$ cat config.mk
export PLATFORM = sky130hd
export DESIGN_NAME = serial_adapter_status_logic
export DESIGN_NICKNAME = d
export VERILOG_FILES = /design/src/serial_adapter_pkg.sv /design/src/serial_adapter_status_logic.sv /design/src/status_fifo.sv
export VERILOG_INCLUDE_DIRS = /design/src
export SDC_FILE = /design/constraint.sdc
export NUM_CORES = 1
export LEC_CHECK = 0
export ABC_AREA = 1
export BUFFER_PORTS_ARGS = -buffer_cell sky130_fd_sc_hd__buf_2
export CAP_MARGIN = 5
export CELL_PAD_IN_SITES_DETAIL_PLACEMENT = 1
export CELL_PAD_IN_SITES_GLOBAL_PLACEMENT = 1
export CORE_AREA = 2 2 207 128
export CTS_CLUSTER_SIZE = 28
export DETAILED_ROUTE_END_ITERATION = 8
export DIE_AREA = 0 0 209 130
export HOLD_SLACK_MARGIN = 0.12
export PLACE_DENSITY = 0.48
export SETUP_SLACK_MARGIN = 0.2
export SYNTH_ARGS = -nofsm -noshare
export SYNTH_HDL_FRONTEND = slang
export SYNTH_SLANG_ARGS = --single-unit
$ cat constraint.sdc
create_clock -name i_clk -period 5.58 [get_ports i_clk]
set_clock_uncertainty 0.1 [all_clocks]
set_input_delay 0.837 -clock i_clk [delete_from_list [all_inputs] [get_ports i_clk]]
set_output_delay 0.837 -clock i_clk [all_outputs]
set_load 0.005 [all_outputs]
$ cat src/serial_adapter_map.svh
// Purpose: Field positions, codes, reset values and buffer shape of the adapter
// Assumes: Included by the status logic and its package users
// Notes: Definitions only
`ifndef SERIAL_ADAPTER_MAP_SVH
`define SERIAL_ADAPTER_MAP_SVH

// Status byte bit positions
`define ST_RXF 0
`define ST_TRANSMIT_EMPTY_FLAG 1
`define ST_CARRIER 2
`define ST_CTS 3
`define ST_FE 4
`define ST_OVR 5
`define ST_PE 6
`define ST_IRQ 7

// Control byte bit positions
`define CR_DIV0 0
`define CR_DIV1 1
`define CR_WS0 2
`define CR_WS1 3
`define CR_WS2 4
`define CR_TX0 5
`define CR_TX1 6
`define CR_RIE 7

// Control codes
`define CR_MR_CODE 2'h3
`define CR_TXIRQ_CODE 2'h1
`define CTRL_RESET 8'h03

// Transmit buffer shape
`define TX_FIFO_WIDTH 8
`define TX_FIFO_DEPTH 8

`endif

$ cat src/serial_adapter_pkg.sv
// Purpose: Types shared by the adapter status logic
// Assumes: Positions and codes live in serial_adapter_map.svh
// Notes: One packed struct holds all state of the main module
package serial_adapter_pkg;

	// Kind of bus access decoded at the falling enable edge
	typedef enum logic [2:0] {
		ACC_NONE = 3'b000,
		ACC_STATUS = 3'b001,
		ACC_RDATA = 3'b010,
		ACC_CTRL = 3'b011,
		ACC_TDATA = 3'b100
	} access_e;

	// Complete state of the status logic
	typedef struct packed {
		logic e_m, e_s, e_p;
		logic cs_m, cs_s;
		logic rs_m, rs_s;
		logic rw_m, rw_s;
		logic [7:0] d_m, d_s;
		logic cts_m, cts_s;
		logic dcd_m, dcd_s, dcd_p;
		logic [7:0] control;
		logic [7:0] holding;
		logic rx_full, framing, parity, overrun, ovr_pend;
		logic carrier, track, stat_seen, irq;
		logic [7:0] dout;
		logic doe, rx_init, tx_init;
	} adapter_s;

endpackage

$ cat src/serial_adapter_status_logic.sv
// Purpose: Status flags, control byte and bus access of a serial adapter
// Assumes: Bus and modem pins are asynchronous; serializer strobes are local
// Notes: Status reads as one byte; transmit data passes an 8-word FIFO
// Summary of operation
// - Status read-only, select low, read high
// - Receive full sets on load, read clears
// - Carrier input high forces receive-full empty
// - Transmit empty high once data moved on
// - Data write clears, transfer strobe of last word sets empty
// - Bit 3 mirrors clear-to-send, blocks empty
// - Clear-to-send never resets the transmitter
// - Carrier rise sets loss flag, interrupts
// - Loss flag cleared by status-then-data read
// - Still high after clear: flag tracks input
// - Framing flag updated at each load into empty holding
// - Overrun on second character without read
// - Overrun shown after read, next read clears
// - Overrun cleared by read or master reset
// - Parity flag on mismatch, odd means odd
// - No parity: generation and check suppressed
// - Bit 7 is complement of interrupt pin
// - Divide bits both high: master reset
// - Control bit 7 enables receive interrupts
// - Interrupt held while enabled cause present
// - Transmit interrupt only for code 01
`include "serial_adapter_map.svh"
module serial_adapter_status_logic
	import serial_adapter_pkg::*;
#(
	parameter int FIFO_DEPTH = `TX_FIFO_DEPTH
) (
	// Clock and reset
	input wire logic i_clk,
	input wire logic i_rst,
	// Processor bus pins
	input wire logic i_enable,
	input wire logic i_chip_sel,
	input wire logic i_register_select,
	input wire logic i_read_write,
	input wire logic [7:0] i_data_in,
	output logic [7:0] o_data_out,
	output logic o_data_oe,
	// Modem inputs
	input wire logic i_clear_to_send,
	input wire logic i_carrier_loss_input,
	// Open-drain interrupt pin
	output logic o_irq_out,
	output logic o_irq_oe,
	// Transmitter side
	output logic o_tx_valid,
	output logic [7:0] o_tx_char,
	input wire logic i_tx_take,
	// Receiver side
	input wire logic i_rx_load,
	input wire logic [7:0] i_rx_char,
	input wire logic i_rx_parity_bit,
	input wire logic i_rx_stop_missing,
	// Control outputs to serializers
	output logic [1:0] o_divide_sel,
	output logic [2:0] o_word_sel,
	output logic [1:0] o_tx_control,
	output logic o_tx_parity_en,
	output logic o_parity_odd,
	output logic o_rx_init,
	output logic o_tx_init
);

	adapter_s st; // Present state
	adapter_s next_st; // Next state
	access_e acc; // Access at this falling edge
	logic fall; // Falling enable edge
	logic mr; // Master reset held
	logic dcd_rise; // Carrier input rising
	logic par_en; // Parity selected
	logic odd_sel; // Odd parity selected
	logic eight; // Eight data bits
	logic rx_ones; // Xor of received bits
	logic transmit_empty_flag; // Transmit empty shown
	logic tx_irq_en; // Transmit interrupt enabled
	logic cause; // Enabled interrupt cause
	logic clear_seq; // Status then data read
	logic full_after; // Receive full after read
	logic [7:0] status_byte; // Assembled status
	logic fifo_ready; // Buffer can take a write
	logic fifo_valid; // Buffer holds a character
	logic fifo_rst; // Buffer flush

	assign mr = (st.control[`CR_DIV1:`CR_DIV0] == `CR_MR_CODE);
	assign fifo_rst = i_rst || mr;

	status_fifo #(
		.WIDTH(`TX_FIFO_WIDTH),
		.DEPTH(FIFO_DEPTH)
	) u_tx_fifo (
		.i_clk(i_clk),
		.i_rst(fifo_rst),
		.i_valid(acc == ACC_TDATA),
		.o_ready(fifo_ready),
		.i_data(st.d_s),
		.o_valid(fifo_valid),
		.i_ready(i_tx_take),
		.o_data(o_tx_char)
	);

	// Decode word format and flags
	always_comb begin
		fall = st.e_p && !st.e_s;
		dcd_rise = st.dcd_s && !st.dcd_p;
		eight = st.control[`CR_WS2];
		odd_sel = st.control[`CR_WS0];
		par_en = !(st.control[`CR_WS2] && !st.control[`CR_WS1]);
		rx_ones = ^{i_rx_char[7] & eight, i_rx_char[6:0], i_rx_parity_bit};
		transmit_empty_flag = !fifo_valid && !st.cts_s;
		tx_irq_en = (st.control[`CR_TX1:`CR_TX0] == `CR_TXIRQ_CODE);
		status_byte[`ST_RXF] = st.rx_full && !st.dcd_s;
		status_byte[`ST_TRANSMIT_EMPTY_FLAG] = transmit_empty_flag;
		status_byte[`ST_CARRIER] = st.carrier;
		status_byte[`ST_CTS] = st.cts_s;
		status_byte[`ST_FE] = st.framing;
		status_byte[`ST_OVR] = st.overrun;
		status_byte[`ST_PE] = st.parity && par_en;
		status_byte[`ST_IRQ] = st.irq;
		cause = (st.control[`CR_RIE] && (status_byte[`ST_RXF] || st.carrier))
			|| (tx_irq_en && transmit_empty_flag);
	end

	// Bus access decode at the falling enable edge
	always_comb begin
		acc = ACC_NONE;
		if (fall && st.cs_s) begin
			case ({st.rs_s, st.rw_s})
				2'b01: acc = ACC_STATUS;
				2'b11: acc = ACC_RDATA;
				2'b00: acc = ACC_CTRL;
				2'b10: acc = ACC_TDATA;
				default: acc = ACC_NONE;
			endcase
		end
	end

	// Next state of all flags and pins
	always_comb begin
		next_st = st;
		clear_seq = 1'b0;
		full_after = st.rx_full;
		// Two-stage pin synchronisers
		next_st.e_m = i_enable;
		next_st.e_s = st.e_m;
		next_st.e_p = st.e_s;
		next_st.cs_m = i_chip_sel;
		next_st.cs_s = st.cs_m;
		next_st.rs_m = i_register_select;
		next_st.rs_s = st.rs_m;
		next_st.rw_m = i_read_write;
		next_st.rw_s = st.rw_m;
		next_st.d_m = i_data_in;
		next_st.d_s = st.d_m;
		next_st.cts_m = i_clear_to_send;
		next_st.cts_s = st.cts_m;
		next_st.dcd_m = i_carrier_loss_input;
		next_st.dcd_s = st.dcd_m;
		next_st.dcd_p = st.dcd_s;
		// Drive bus while a read is selected
		next_st.doe = st.e_s && st.cs_s && st.rw_s;
		next_st.dout = st.rs_s ? st.holding : status_byte;
		// Effects of the access
		case (acc)
			ACC_STATUS: begin
				next_st.stat_seen = 1'b1;
			end
			ACC_RDATA: begin
				clear_seq = st.stat_seen;
				next_st.stat_seen = 1'b0;
				if (st.ovr_pend) begin
					next_st.overrun = 1'b1;
					next_st.ovr_pend = 1'b0;
					full_after = 1'b1;
				end else begin
					next_st.overrun = 1'b0;
					full_after = 1'b0;
				end
			end
			ACC_CTRL: begin
				next_st.control = st.d_s;
			end
			ACC_TDATA: begin
				// Buffer takes the write when ready
				next_st.stat_seen = st.stat_seen;
			end
			default: begin
				next_st.stat_seen = st.stat_seen;
			end
		endcase
		next_st.rx_full = full_after;
		// Receive transfer from the deserializer
		if (i_rx_load) begin
			if (!full_after) begin
				next_st.rx_full = 1'b1;
				next_st.holding = i_rx_char;
				next_st.framing = i_rx_stop_missing;
				next_st.parity = par_en && (rx_ones ^ odd_sel);
			end else begin
				next_st.ovr_pend = 1'b1;
			end
		end
		// Carrier loss tracking
		if (dcd_rise) begin
			next_st.carrier = 1'b1;
		end else if (clear_seq) begin
			next_st.carrier = st.dcd_s;
			next_st.track = st.dcd_s;
		end else if (st.track) begin
			next_st.carrier = st.dcd_s;
			next_st.track = st.dcd_s;
		end
		next_st.irq = cause;
		next_st.rx_init = mr || st.dcd_s;
		next_st.tx_init = mr;
		if (mr) begin
			next_st.rx_full = 1'b0;
			next_st.framing = 1'b0;
			next_st.parity = 1'b0;
			next_st.overrun = 1'b0;
			next_st.ovr_pend = 1'b0;
			next_st.stat_seen = 1'b0;
			next_st.carrier = st.dcd_s;
			next_st.track = st.dcd_s;
			next_st.irq = 1'b0;
		end
	end

	// State register
	always_ff @(posedge i_clk) begin
		if (i_rst) begin
			st <= '0;
			st.control <= `CTRL_RESET;
		end else begin
			st <= next_st;
		end
	end

	// Outputs
	assign o_data_out = st.dout;
	assign o_data_oe = st.doe;
	assign o_irq_out = 1'b0;
	assign o_irq_oe = st.irq;
	assign o_tx_valid = fifo_valid;
	assign o_divide_sel = st.control[`CR_DIV1:`CR_DIV0];
	assign o_word_sel = st.control[`CR_WS2:`CR_WS0];
	assign o_tx_control = st.control[`CR_TX1:`CR_TX0];
	assign o_tx_parity_en = par_en;
	assign o_parity_odd = odd_sel;
	assign o_rx_init = st.rx_init;
	assign o_tx_init = st.tx_init;
endmodule

$ cat src/status_fifo.sv
// Purpose: Small flip-flop FIFO with valid and ready on both sides
// Assumes: Single clock, synchronous active-high reset
// Notes: Pushes while full and pops while empty are ignored
module status_fifo #(
	parameter int WIDTH = 8,
	parameter int DEPTH = 8
) (
	// Clock and reset
	input wire logic i_clk,
	input wire logic i_rst,
	// Filling side
	input wire logic i_valid,
	output logic o_ready,
	input wire logic [WIDTH-1:0] i_data,
	// Draining side
	output logic o_valid,
	input wire logic i_ready,
	output logic [WIDTH-1:0] o_data
);
	localparam int AW = (DEPTH > 1) ? $clog2(DEPTH) : 1;
	localparam int CW = AW + 1;
	localparam logic [AW:0] FULL_CNT = CW'(DEPTH);
	localparam logic [AW-1:0] LAST = AW'(DEPTH - 1);

	// Storage, pointers and fill count
	typedef struct packed {
		logic [DEPTH-1:0][WIDTH-1:0] mem;
		logic [AW-1:0] wr;
		logic [AW-1:0] rd;
		logic [AW:0] cnt;
	} fifo_s;

	fifo_s st;
	fifo_s next_st;
	logic push; // Accepted write
	logic pop; // Accepted read

	// Next state of storage and pointers
	always_comb begin
		next_st = st;
		push = i_valid && (st.cnt != FULL_CNT);
		pop = i_ready && (st.cnt != '0);
		if (push) begin
			next_st.mem[st.wr] = i_data;
			next_st.wr = (st.wr == LAST) ? '0 : st.wr + 1'b1;
		end
		if (pop) begin
			next_st.rd = (st.rd == LAST) ? '0 : st.rd + 1'b1;
		end
		next_st.cnt = st.cnt + CW'(push) - CW'(pop);
	end

	// State register
	always_ff @(posedge i_clk) begin
		if (i_rst) begin
			st <= '0;
		end else begin
			st <= next_st;
		end
	end

	// Honest full and empty
	assign o_ready = (st.cnt != FULL_CNT);
	assign o_valid = (st.cnt != '0);
	assign o_data = st.mem[st.rd];

endmodule

---- After elaboration in Yosys (flattened, before gate mapping) ----
Cells that the tools add are included.
word-level totals
  flip-flop bits (word level) ............. 140
  latch bits .............................. 0
  memory bits (writable) .................. 0
  bits in read-only memories .............. 0
  bits of input ports ..................... 28
  output and inout port bits .............. 31
  word-level logic and storage cells ...... 122
  memories ................................ 0
operators by class
  $add $sub $neg .......................... 4
  multiply operators ...................... 0
  div/mod/pow operators ................... 0
  $lt $le $gt $ge ......................... 3
  eq/ne operators ......................... 13
  shift-type cells ........................ 0
  muxes and demuxes ....................... 24
  bitwise operators ....................... 3
  reduce and logical (&&, ||, !) cells .... 33
operator list
  cell                 count
  $bwmux 64            1
  $bmux 8 s3           1
  $demux 8 s3          1
  $mux 8               3
  $logic_and 1x1->1    15
  $mux 3               4
  $pmux 3 s4           1
  $eq 3x3->1 const B   3
  $reduce_xor 9->1     1
  $lt 3x4->1 const B   2
  $mux 1               8
  $reduce_bool 4->1    2
  $logic_not 1->1      7
  $add 3x1->3 const B  2
  $eq 2x2->1 const B   3
  $eq 3x2->1 const B   2
  $mux 2               3
  $add 4x1->4          1
  $eq 2x1->1 const B   2
  $logic_or 1x1->1     4
  $mux 4               1
  $ne 4x4->1 const B   1
  $sub 4x1->4          1
  $eq 3x1->1 const B   1
  other kinds (10)     10

---- Depth between registers and ports, before layout ----
Gate-level depths: netlist of run 1.
  depth after elaboration ................. 9
  mapped depth ............................ 15
  gate-level depth less buffers ........... 13

---- Cells and area by module ----
From an unflattened synthesis of run 1, not the netlist that was laid out.
unflattened totals
  cells, all modules ...................... 946
  area total of the unflattened synthesis .. 6,478.7 sq um
modules (own cells, without submodules)
  module                       instances  cells each  area an instance (sq um)  seq. area each (sq um)
  status_fifo                  1          605         3,886.2                   1,481.4
  serial_adapter_status_logic  1          341         2,592.5                   1,321.3

---- Worst setup path before layout of run 1 ----
No wires, ideal clock.
  path type ............................... register -> register
  start ................................... reg st[59] (netlist bit)
  end ..................................... reg u_tx_fifo.st[2] (netlist bit)
  library setup time ...................... 0.128 ns
  arrival time ............................ 2.349 ns
  data required time ...................... 5.352 ns
  path slack .............................. 3.004 ns
  stages on the path, launching flop included .. 15
  buffers on the path ..................... 2
  clock period less this slack ............ 2.576 ns
  cells stage by stage .................... dfxtp_1 inv_1 clkbuf_1 ha_1 nor2_2 inv_1 a21oi_2 nand2_4 clkinv_2 buf_6 ha_1 inv_1 fa_1 xor2_1 nor2_1
between the ends
  cells in the longest elaborated chain, start to end .. 7
  elaborated cells between the ends (all ways) .. 10
ends and longest elaborated chain
  item                                RTL line                            RTL
  from (decl)                         serial_adapter_status_logic.sv:68   adapter_s st;
  from (signal assigned)              serial_adapter_status_logic.sv:238  st <= next_st;
  $eq 2x2->1 (tied with other cells)  serial_adapter_status_logic.sv:131  case ({st.rs_s, st.rw_s})
  $pmux 3 s4 *                        serial_adapter_status_logic.sv:131
  $mux 3 *                            serial_adapter_status_logic.sv:130  if (fall && st.cs_s) begin
  $eq 3x3->1 *                        serial_adapter_status_logic.sv:97   .i_valid(acc == ACC_TDATA),
  $logic_and 1x1->1 *                 status_fifo.sv:41                   push = i_valid && (st.cnt != FULL_CNT);
  net u_tx_fifo.push                  status_fifo.sv:35                   logic push;
  $add 4x1->4 *                       status_fifo.sv:50                   next_st.cnt = st.cnt + CW'(push) - CW'(pop);
  $sub 4x1->4 *                       status_fifo.sv:50
  to (signal assigned)                status_fifo.sv:58                   st <= next_st;
  to (decl)                           status_fifo.sv:33                   fifo_s st;
Mark *: on every way through the listed nets, which the timed path passes. The rest lies on a longest branch.
A chain may end at the register's enable or synchronous reset.

---- Worst setup path after layout of run 1 ----
  start ................................... reg u_tx_fifo.st[4] (netlist bit)
  end ..................................... out o_tx_char[1]
between the ends
  cells in the longest elaborated chain, start to end .. 2
ends and longest elaborated chain
  item                          RTL line                           RTL
  $bmux 8 s3                    status_fifo.sv:65                  assign o_data = st.mem[st.rd];
  $mux 8 (not written as such)  status_fifo.sv:65
  to (decl)                     serial_adapter_status_logic.sv:51  output logic [7:0] o_tx_char,
Every way passes these cells. The select of a mux whose other input is x is not followed.

==> summary.md, run 1 <==
| Metric | Value |
|---|---|
| Outcome | `completed` |
| Antenna viol nets, final | `0` |
| Minimum clock period | `3.40 ns` |
| Core area | `0.0256 sq mm` |
| ANT cells | `0` |
| Area delta synth->final | `15.4%` |
| Register area | `0.00280 sq mm` |
| CP Data Required Time | `4.64 ns` |
| Multi-input logic area | `0.00269 sq mm` |
| Final instance area | `0.00719 sq mm` |
| Synthesized flop and latch total | `140` |
| Leak | `2.67 nW` |
| R2R setup slack | `2.22 ns` |
| Starting Density | `0.243` |
| CP Class | `flop to primary output` |
| Port bufs | `57` |
| CTS max path bufs | `2` |
| Via density | `4.51` |
| Post-synth EDFFs | `0` |
| GRT overflow | `0` |
| Via count | `5396` |
| Netlist Area Pre-Place | `0.00623 sq mm` |
| Worst hold path type | `flop to flop` |
| Launching point of the worst reg2reg path | `st[59]` |
| DPL Wire Length | `14100 microns` |
| Vias in the first global route | `5320` |
| Post-cts sizing count | `0` |
| Final hold violation count | `0` |
| Final WS setup | `2.18 ns` |
| Hold_sp | `next_st[37]` |
| Slew Viols, Final | `0` |
| Min-Delay Path Depth | `2` |
| Initial drt markers | `348` |
| CP startpoint | `u_tx_fifo.st[4]` |
| Initial antenna violation count | `0` |
| CTS tree | `yes` |
| Ys flop type | `dfxtp_1` |
| Util after Layout | `0.281` |
| Most frequent cells in the layout | `167 x nand2_1, 140 x dfxtp_1, 101 x a21oi_1` |
| Cts bufs inserted | `17` |
| Crit path DAT | `2.46 ns` |
| Final wirelength | `20400 microns` |
| Fmax | `294 MHz` |
| Ys Warns | `0` |
| Row cnt | `46` |
| Critical Path Source Type | `flop` |
| Final period util | `0.609` |
| Net Sw Frac | `0.234` |
| Worst R2R End | `u_tx_fifo.st[2]` |
| Comb pwr share | `0.031` |
| Global-route wire length before repair | `32100 microns` |
| Post-CTS Hold Buffers | `0` |
| DRC Markers | `0` |
| Post-route setup TNS | `0 ns` |
| Post-Syn Nets | `872` |
| Pin count of the biggest net entering global routing | `51` |
| Die area | `0.0272 sq mm` |
| Post-DR wirelength/cell | `17.0 microns` |
| FILL cells | `3082` |
| Total GRT Usage | `0.158` |
| Part of the Yosys area used for sequential elements | `0.450` |
| Worst-path maximum fanout | `50` |
| I/O Pins | `59` |
| Net Switching | `0.533 mW` |
| Clock transition at the registers of the reported paths | `0.06 ns` |
| Synthesized area per cell | `7.51 sq um` |
| Measured slew at the worst slew-check pin | `0.889 ns` |
| Max_cap viols | `0` |
| CP endpoint kind | `primary output` |
| Reg2Reg Depth | `13` |
| Final setup fails | `0` |
| Layout cells sized above 1 | `0.130` |
| Post-synth cell types | `34` |
| Mapped Cells | `830` |
| Clock group share of total power | `0.515` |
| H-tree levels | `4` |
| Int Pwr | `1.75 mW` |
| Final Net Count | `890` |
| Worst Hold Path EP | `next_st[36]` |
| Post-DP Area | `0.00659 sq mm` |
| Die W | `209 microns` |
| WHS | `0.299 ns` |
| Most common cell after layout, fill and taps aside | `nand2_1` |
| CTS root buf | `clkbuf_16` |
| Final Wtd Congestion | `0.727` |
| RSZ-0062 raised after global routing | `false` |
| Clock sink count | `140` |
| PD cells | `317 mW/mm^2` |
| Post-CTS Setup Inserts | `0` |
| VDD IR-drop max | `0.205 mV` |
| Max-slew headroom | `0.407` |
| Flop pwr share | `0.454` |
| Place WS | `2.18 ns` |
| Worst skew pair latency | `0.42 ns` |
| Die Height | `130 microns` |
| Drt pass-1 iters | `5` |
| Async SR Flop Fraction | `0` |
==> critical path, cell delays in order, from the launching register on <==
cell,delay [ns]
dfxtp_1,0.31
buf_4,0.47
clkinv_1,0.51
nor2_1,0.27
o22ai_1,0.13
nor2_1,0.12
a31oi_1,0.05
buf_2,0.18
==> per-layer routing <==
layer | part of all wire | vias to the layer above | routed length, microns | GRT usage
met5 | 0 | - | 0 | 0
met4 | 0.0081 | 0 | 166 | 0.0420
met3 | 0.032 | 11 | 653 | 0.0301
met2 | 0.36 | 77 | 7240 | 0.198
met1 | 0.60 | 2557 | 12300 | 0.259
li1 | - | 2751 | - | -
==> cell type report <==
type,instances,share of cell area
multi-input combinational,534,0.374
timing repair buffer,63,0.0459
sequential,140,0.390
tap,336,0.0585
clock inverter,14,0.0237
clock buffer,18,0.0597
inverter,92,0.0482
==> stage by stage <==
step	power, mW	cells
floorplan	1.10	830
global placement	1.13	1165
detailed placement	1.13	1165
CTS	2.30	1197
global route	2.37	1197
finish	2.28	1197
==> flip-flops by register name, indices dropped and copies added, names as in the netlist <==
name,cells
o_data_out,8
o_tx_control,2
next_st,16
u_tx_fifo.st,74
st,31
o_tx_init,1
o_irq_oe,1
o_parity_odd,1
o_data_oe,1
o_divide_sel,2
o_word_sel,2
o_rx_init,1
==> worst max path at each step <==
stage	to	slack (ns)	cells past startpoint
floorplan	u_tx_fifo.st[2]	3.00	14
global placement	u_tx_fifo.st[2]	2.30	13
detailed placement	u_tx_fifo.st[2]	2.18	13
CTS	u_tx_fifo.st[2]	2.16	13
global route	u_tx_fifo.st[2]	1.85	13
finish	o_tx_char[1]	2.18	7
==> cells in the mapped netlist (all sizes together) (2+ instances only) <==
cell	n	area, sq um
inv	88	330
o21ai	35	175
o211ai	10	75.1
nand4	41	257
nand2	170	648
a21oi	102	514
nand3	46	235
ha	13	163
nor2	85	352
xor2	2	17.5
clkinv	4	16.3
clkbuf	31	126
o22ai	8	50.1
mux2i	8	80.1
buf	33	275
a31oi	9	71.3
a211oi	2	15.0
dfxtp	140	2800
==> power by group through the flow <==
stage	clock (mW)	combinational [mW]	sequential (mW)
after floorplan	0	0.0526	1.04
after global placement	0	0.0726	1.06
after detailed placement	0	0.0731	1.06
after CTS	1.20	0.0734	1.03
after global routing	1.25	0.0842	1.04
final	1.17	0.0714	1.03
==> kinds of logic (layout without fill, tap and decap cells) <==
| group | Yosys count | in the layout | synth area share |
|---|---|---|---|
| and+or+nand+nor | 343 | 343 | 0.240 |
| AOI/OAI and AO/OA | 166 | 166 | 0.145 |
| muxes | 8 | 8 | 0.0128 |
| other | 1 | 1 | 0.000602 |
| xor gates and xnor gates | 2 | 2 | 0.00281 |
| adders and majority gates | 14 | 14 | 0.0293 |
| DFF | 140 | 140 | 0.450 |
| buffers and inverters | 156 | 187 | 0.120 |
Power figures use the tool's default switching activity.
==> inputs of run 2 (changes only) <==
--- a/config.mk
+++ b/config.mk
@@ -6,17 +6,17 @@
 export SDC_FILE = /design/constraint.sdc
 export NUM_CORES = 1
 export LEC_CHECK = 0
-export ABC_AREA = 1
+export ABC_AREA = 0
 export BUFFER_PORTS_ARGS = -buffer_cell sky130_fd_sc_hd__buf_2
 export CAP_MARGIN = 5
 export CELL_PAD_IN_SITES_DETAIL_PLACEMENT = 1
 export CELL_PAD_IN_SITES_GLOBAL_PLACEMENT = 1
-export CORE_AREA = 2 2 207 128
+export CORE_AREA = 2 2 200 123
 export CTS_CLUSTER_SIZE = 28
 export DETAILED_ROUTE_END_ITERATION = 8
-export DIE_AREA = 0 0 209 130
+export DIE_AREA = 0 0 202 125
 export HOLD_SLACK_MARGIN = 0.12
-export PLACE_DENSITY = 0.48
+export PLACE_DENSITY = 0.46
 export SETUP_SLACK_MARGIN = 0.2
 export SYNTH_ARGS = -nofsm -noshare
 export SYNTH_HDL_FRONTEND = slang
==> constraint.sdc (replaced) <==
create_clock -name i_clk -period 3.5 [get_ports i_clk]
set_clock_uncertainty 0.1 [all_clocks]
set_input_delay 0.525 -clock i_clk [delete_from_list [all_inputs] [get_ports i_clk]]
set_output_delay 0.525 -clock i_clk [all_outputs]
set_load 0.005 [all_outputs]
==> summary.md, run 2 <==
| Metric | Value |
|---|---|
| Outcome | `completed` |
| Ys flop type | `dfxtp_1` |
| Final wirelength | `16100 microns` |
| CP Data Required Time | `3.67 ns` |
| Crit path DAT | `3.11 ns` |
| Net Switching | `0.798 mW` |
| VDD IR-drop max | `0.294 mV` |
| Final Net Count | `653` |
| Post-CTS Hold Buffers | `0` |
| Max_cap viols | `0` |
| DRC Markers | `0` |
| Total GRT Usage | `0.135` |
| Most frequent cells in the layout | `140 x dfxtp_1, 72 x nor2_1, 62 x nand2_1` |
| Drt pass-1 iters | `4` |
| Vias in the first global route | `4387` |
| Final hold violation count | `0` |
| Worst hold path type | `primary input to flop` |
| Row cnt | `44` |
| Final setup fails | `0` |
| Fmax | `340 MHz` |
| Int Pwr | `2.87 mW` |
| RSZ-0062 raised after global routing | `false` |
| DPL Wire Length | `11100 microns` |
| Starting Density | `0.245` |
| Via density | `4.31` |
| Post-DR wirelength/cell | `17.0 microns` |
| Port bufs | `57` |
| PD cells | `531 mW/mm^2` |
| Critical Path Source Type | `flop` |
| Slew Viols, Final | `0` |
| Commonest cells post-synth | `140 x dfxtp_1, 72 x nor2_1, 62 x nand2_1, 61 x mux2i_1, 39 x a21oi_1` |
| Measured slew at the worst slew-check pin | `0.931 ns` |
| Worst skew pair latency | `0.43 ns` |
| Reg with most FFs | `u_tx_fifo.st` |
| CTS tree | `yes` |
| Clock transition at the registers of the reported paths | `0.06 ns` |
| GRT overflow | `0` |
| Clock sink count | `140` |
| Pin count of the biggest net entering global routing | `82` |
| Post-route setup TNS | `0 ns` |
| Post-Syn Nets | `622` |
| Placed Cells | `914` |
| Netlist Area Pre-Place | `0.00580 sq mm` |
| Die area | `0.0253 sq mm` |
| Post-synth EDFFs | `0` |
| Async SR Flop Fraction | `0` |
| Non-Filler Instances | `946` |
| Die Height | `125 microns` |
| Comb pwr share | `0.027` |
| Flip-flop count of the largest register after layout | `74` |
| Die W | `202 microns` |
| Synthesized area per cell | `10.0 sq um` |
| Part of the Yosys area used for sequential elements | `0.483` |
| Flop pwr share | `0.448` |
| Most common cell in the netlist | `dfxtp_1` |
| Largest cells by area after synthesis | `dfxtp_1 48%, mux2i_1 11%, mux4_2 6.2%, nor2_1 4.7%, nand2_1 4.0%` |
| ANT cells | `0` |
| Post-CTS Setup Inserts | `0` |
| Area delta synth->final | `19.1%` |
| Synthesized flop and latch total | `140` |
| Initial antenna violation count | `0` |
| Ys Warns | `0` |
| Post-synth cell types | `45` |
| Synth top area share | `0.483` |
| I/O Pins | `59` |
| WHS | `0.198 ns` |
| Layout cells sized above 1 | `0.212` |
| Final Wtd Congestion | `0.724` |
| Clock group share of total power | `0.524` |
| Max-slew headroom | `0.380` |
| Leak | `2.62 nW` |
| CTS max path bufs | `2` |
| Worst-path maximum fanout | `10` |
| CP Class | `flop to flop` |
| Antenna viol nets, final | `0` |
| H-tree levels | `4` |
| Post-cts sizing count | `0` |
| Global-route wire length before repair | `25700 microns` |
| Yosys top cell by area | `dfxtp_1` |
| Mapped Cells | `580` |
| Net Sw Frac | `0.218` |
| Initial drt markers | `148` |
| Cts bufs inserted | `17` |
| CTS root buf | `clkbuf_16` |
| CP endpoint kind | `flop` |
| Minimum clock period | `2.94 ns` |
| Core area | `0.0236 sq mm` |
| Most common cell after layout, fill and taps aside | `dfxtp_1` |
| Via count | `4074` |
| Final period util | `0.841` |
## run 2: per-layer routing
metal,wire (microns),track usage
met1,8770,0.200
met2,6610,0.188
met3,577,0.0394
met4,159,0.0376
met5,0,0
## run 2: path summary, 6_finish.rpt
check                    start          endpoint  slack [ns]  cells past startpoint
setup reg to reg        st[57]  u_tx_fifo.st[43]        0.56                      8
hold / removal    i_data_in[7]       next_st[48]        0.20                      2
setup / recovery        st[57]  u_tx_fifo.st[43]        0.56                      8
hold reg to reg    next_st[46]            st[46]        0.34                      1
## run 2: kinds of logic (layout without fill, tap and decap cells)
group                    after synthesis  count (layout)  synth area share
flip-flops                           140             140             0.483
XOR/XNOR                              10              10            0.0175
other                                  1               1          0.000647
multiplexers                          85              85             0.183
AND/OR/NAND/NOR                      208             208             0.178
buffers and inverters                 70             114            0.0583
AO/OA/AOI/OAI                         52              52            0.0479
adder cells (fa/ha/maj)               14              14            0.0315
## run 2: worst max-delay path, cell delays in order, from the launching register on
cell	delay [ns]
dfxtp_1	0.36
inv_1	0.08
ha_1	0.23
or2_0	0.22
or4_1	0.70
inv_2	0.25
nand3_1	0.49
nand2_1	0.26
a21oi_1	0.10
## run 2: power groups by stage
stage | Combinational (mW) | Sequential [mW] | Clock (mW)
after floorplan | 0.0758 | 1.66 | 0
after global placement | 0.100 | 1.68 | 0
after detailed placement | 0.102 | 1.68 | 0
after CTS | 0.102 | 1.64 | 1.97
after global routing | 0.112 | 1.64 | 2.05
final | 0.100 | 1.64 | 1.92
## run 2: layout make-up
class	instances	area [sq um]
clock inverters	10	138
flip-flops and latches	140	2800
well taps	322	403
clock buffers	22	484
inverters	15	56.3
fillers	2670	16700
repair buffers	67	360
multi-input cells	370	2660
## run 2: through the flow
stage / setup slack (ns) / instance area (sq um) / util / total power, mW
2_1_floorplan: 0.534 / 5800 / - / 1.74
3_3_place_gp: 0.654 / 6280 / 0.266 / 1.78
3_5_place_dp: 0.555 / 6280 / 0.266 / 1.78
4_1_cts: 0.483 / 6900 / 0.292 / 3.72
5_1_grt: 0.359 / 6900 / 0.292 / 3.80
6_report: 0.557 / 6900 / 0.292 / 3.66
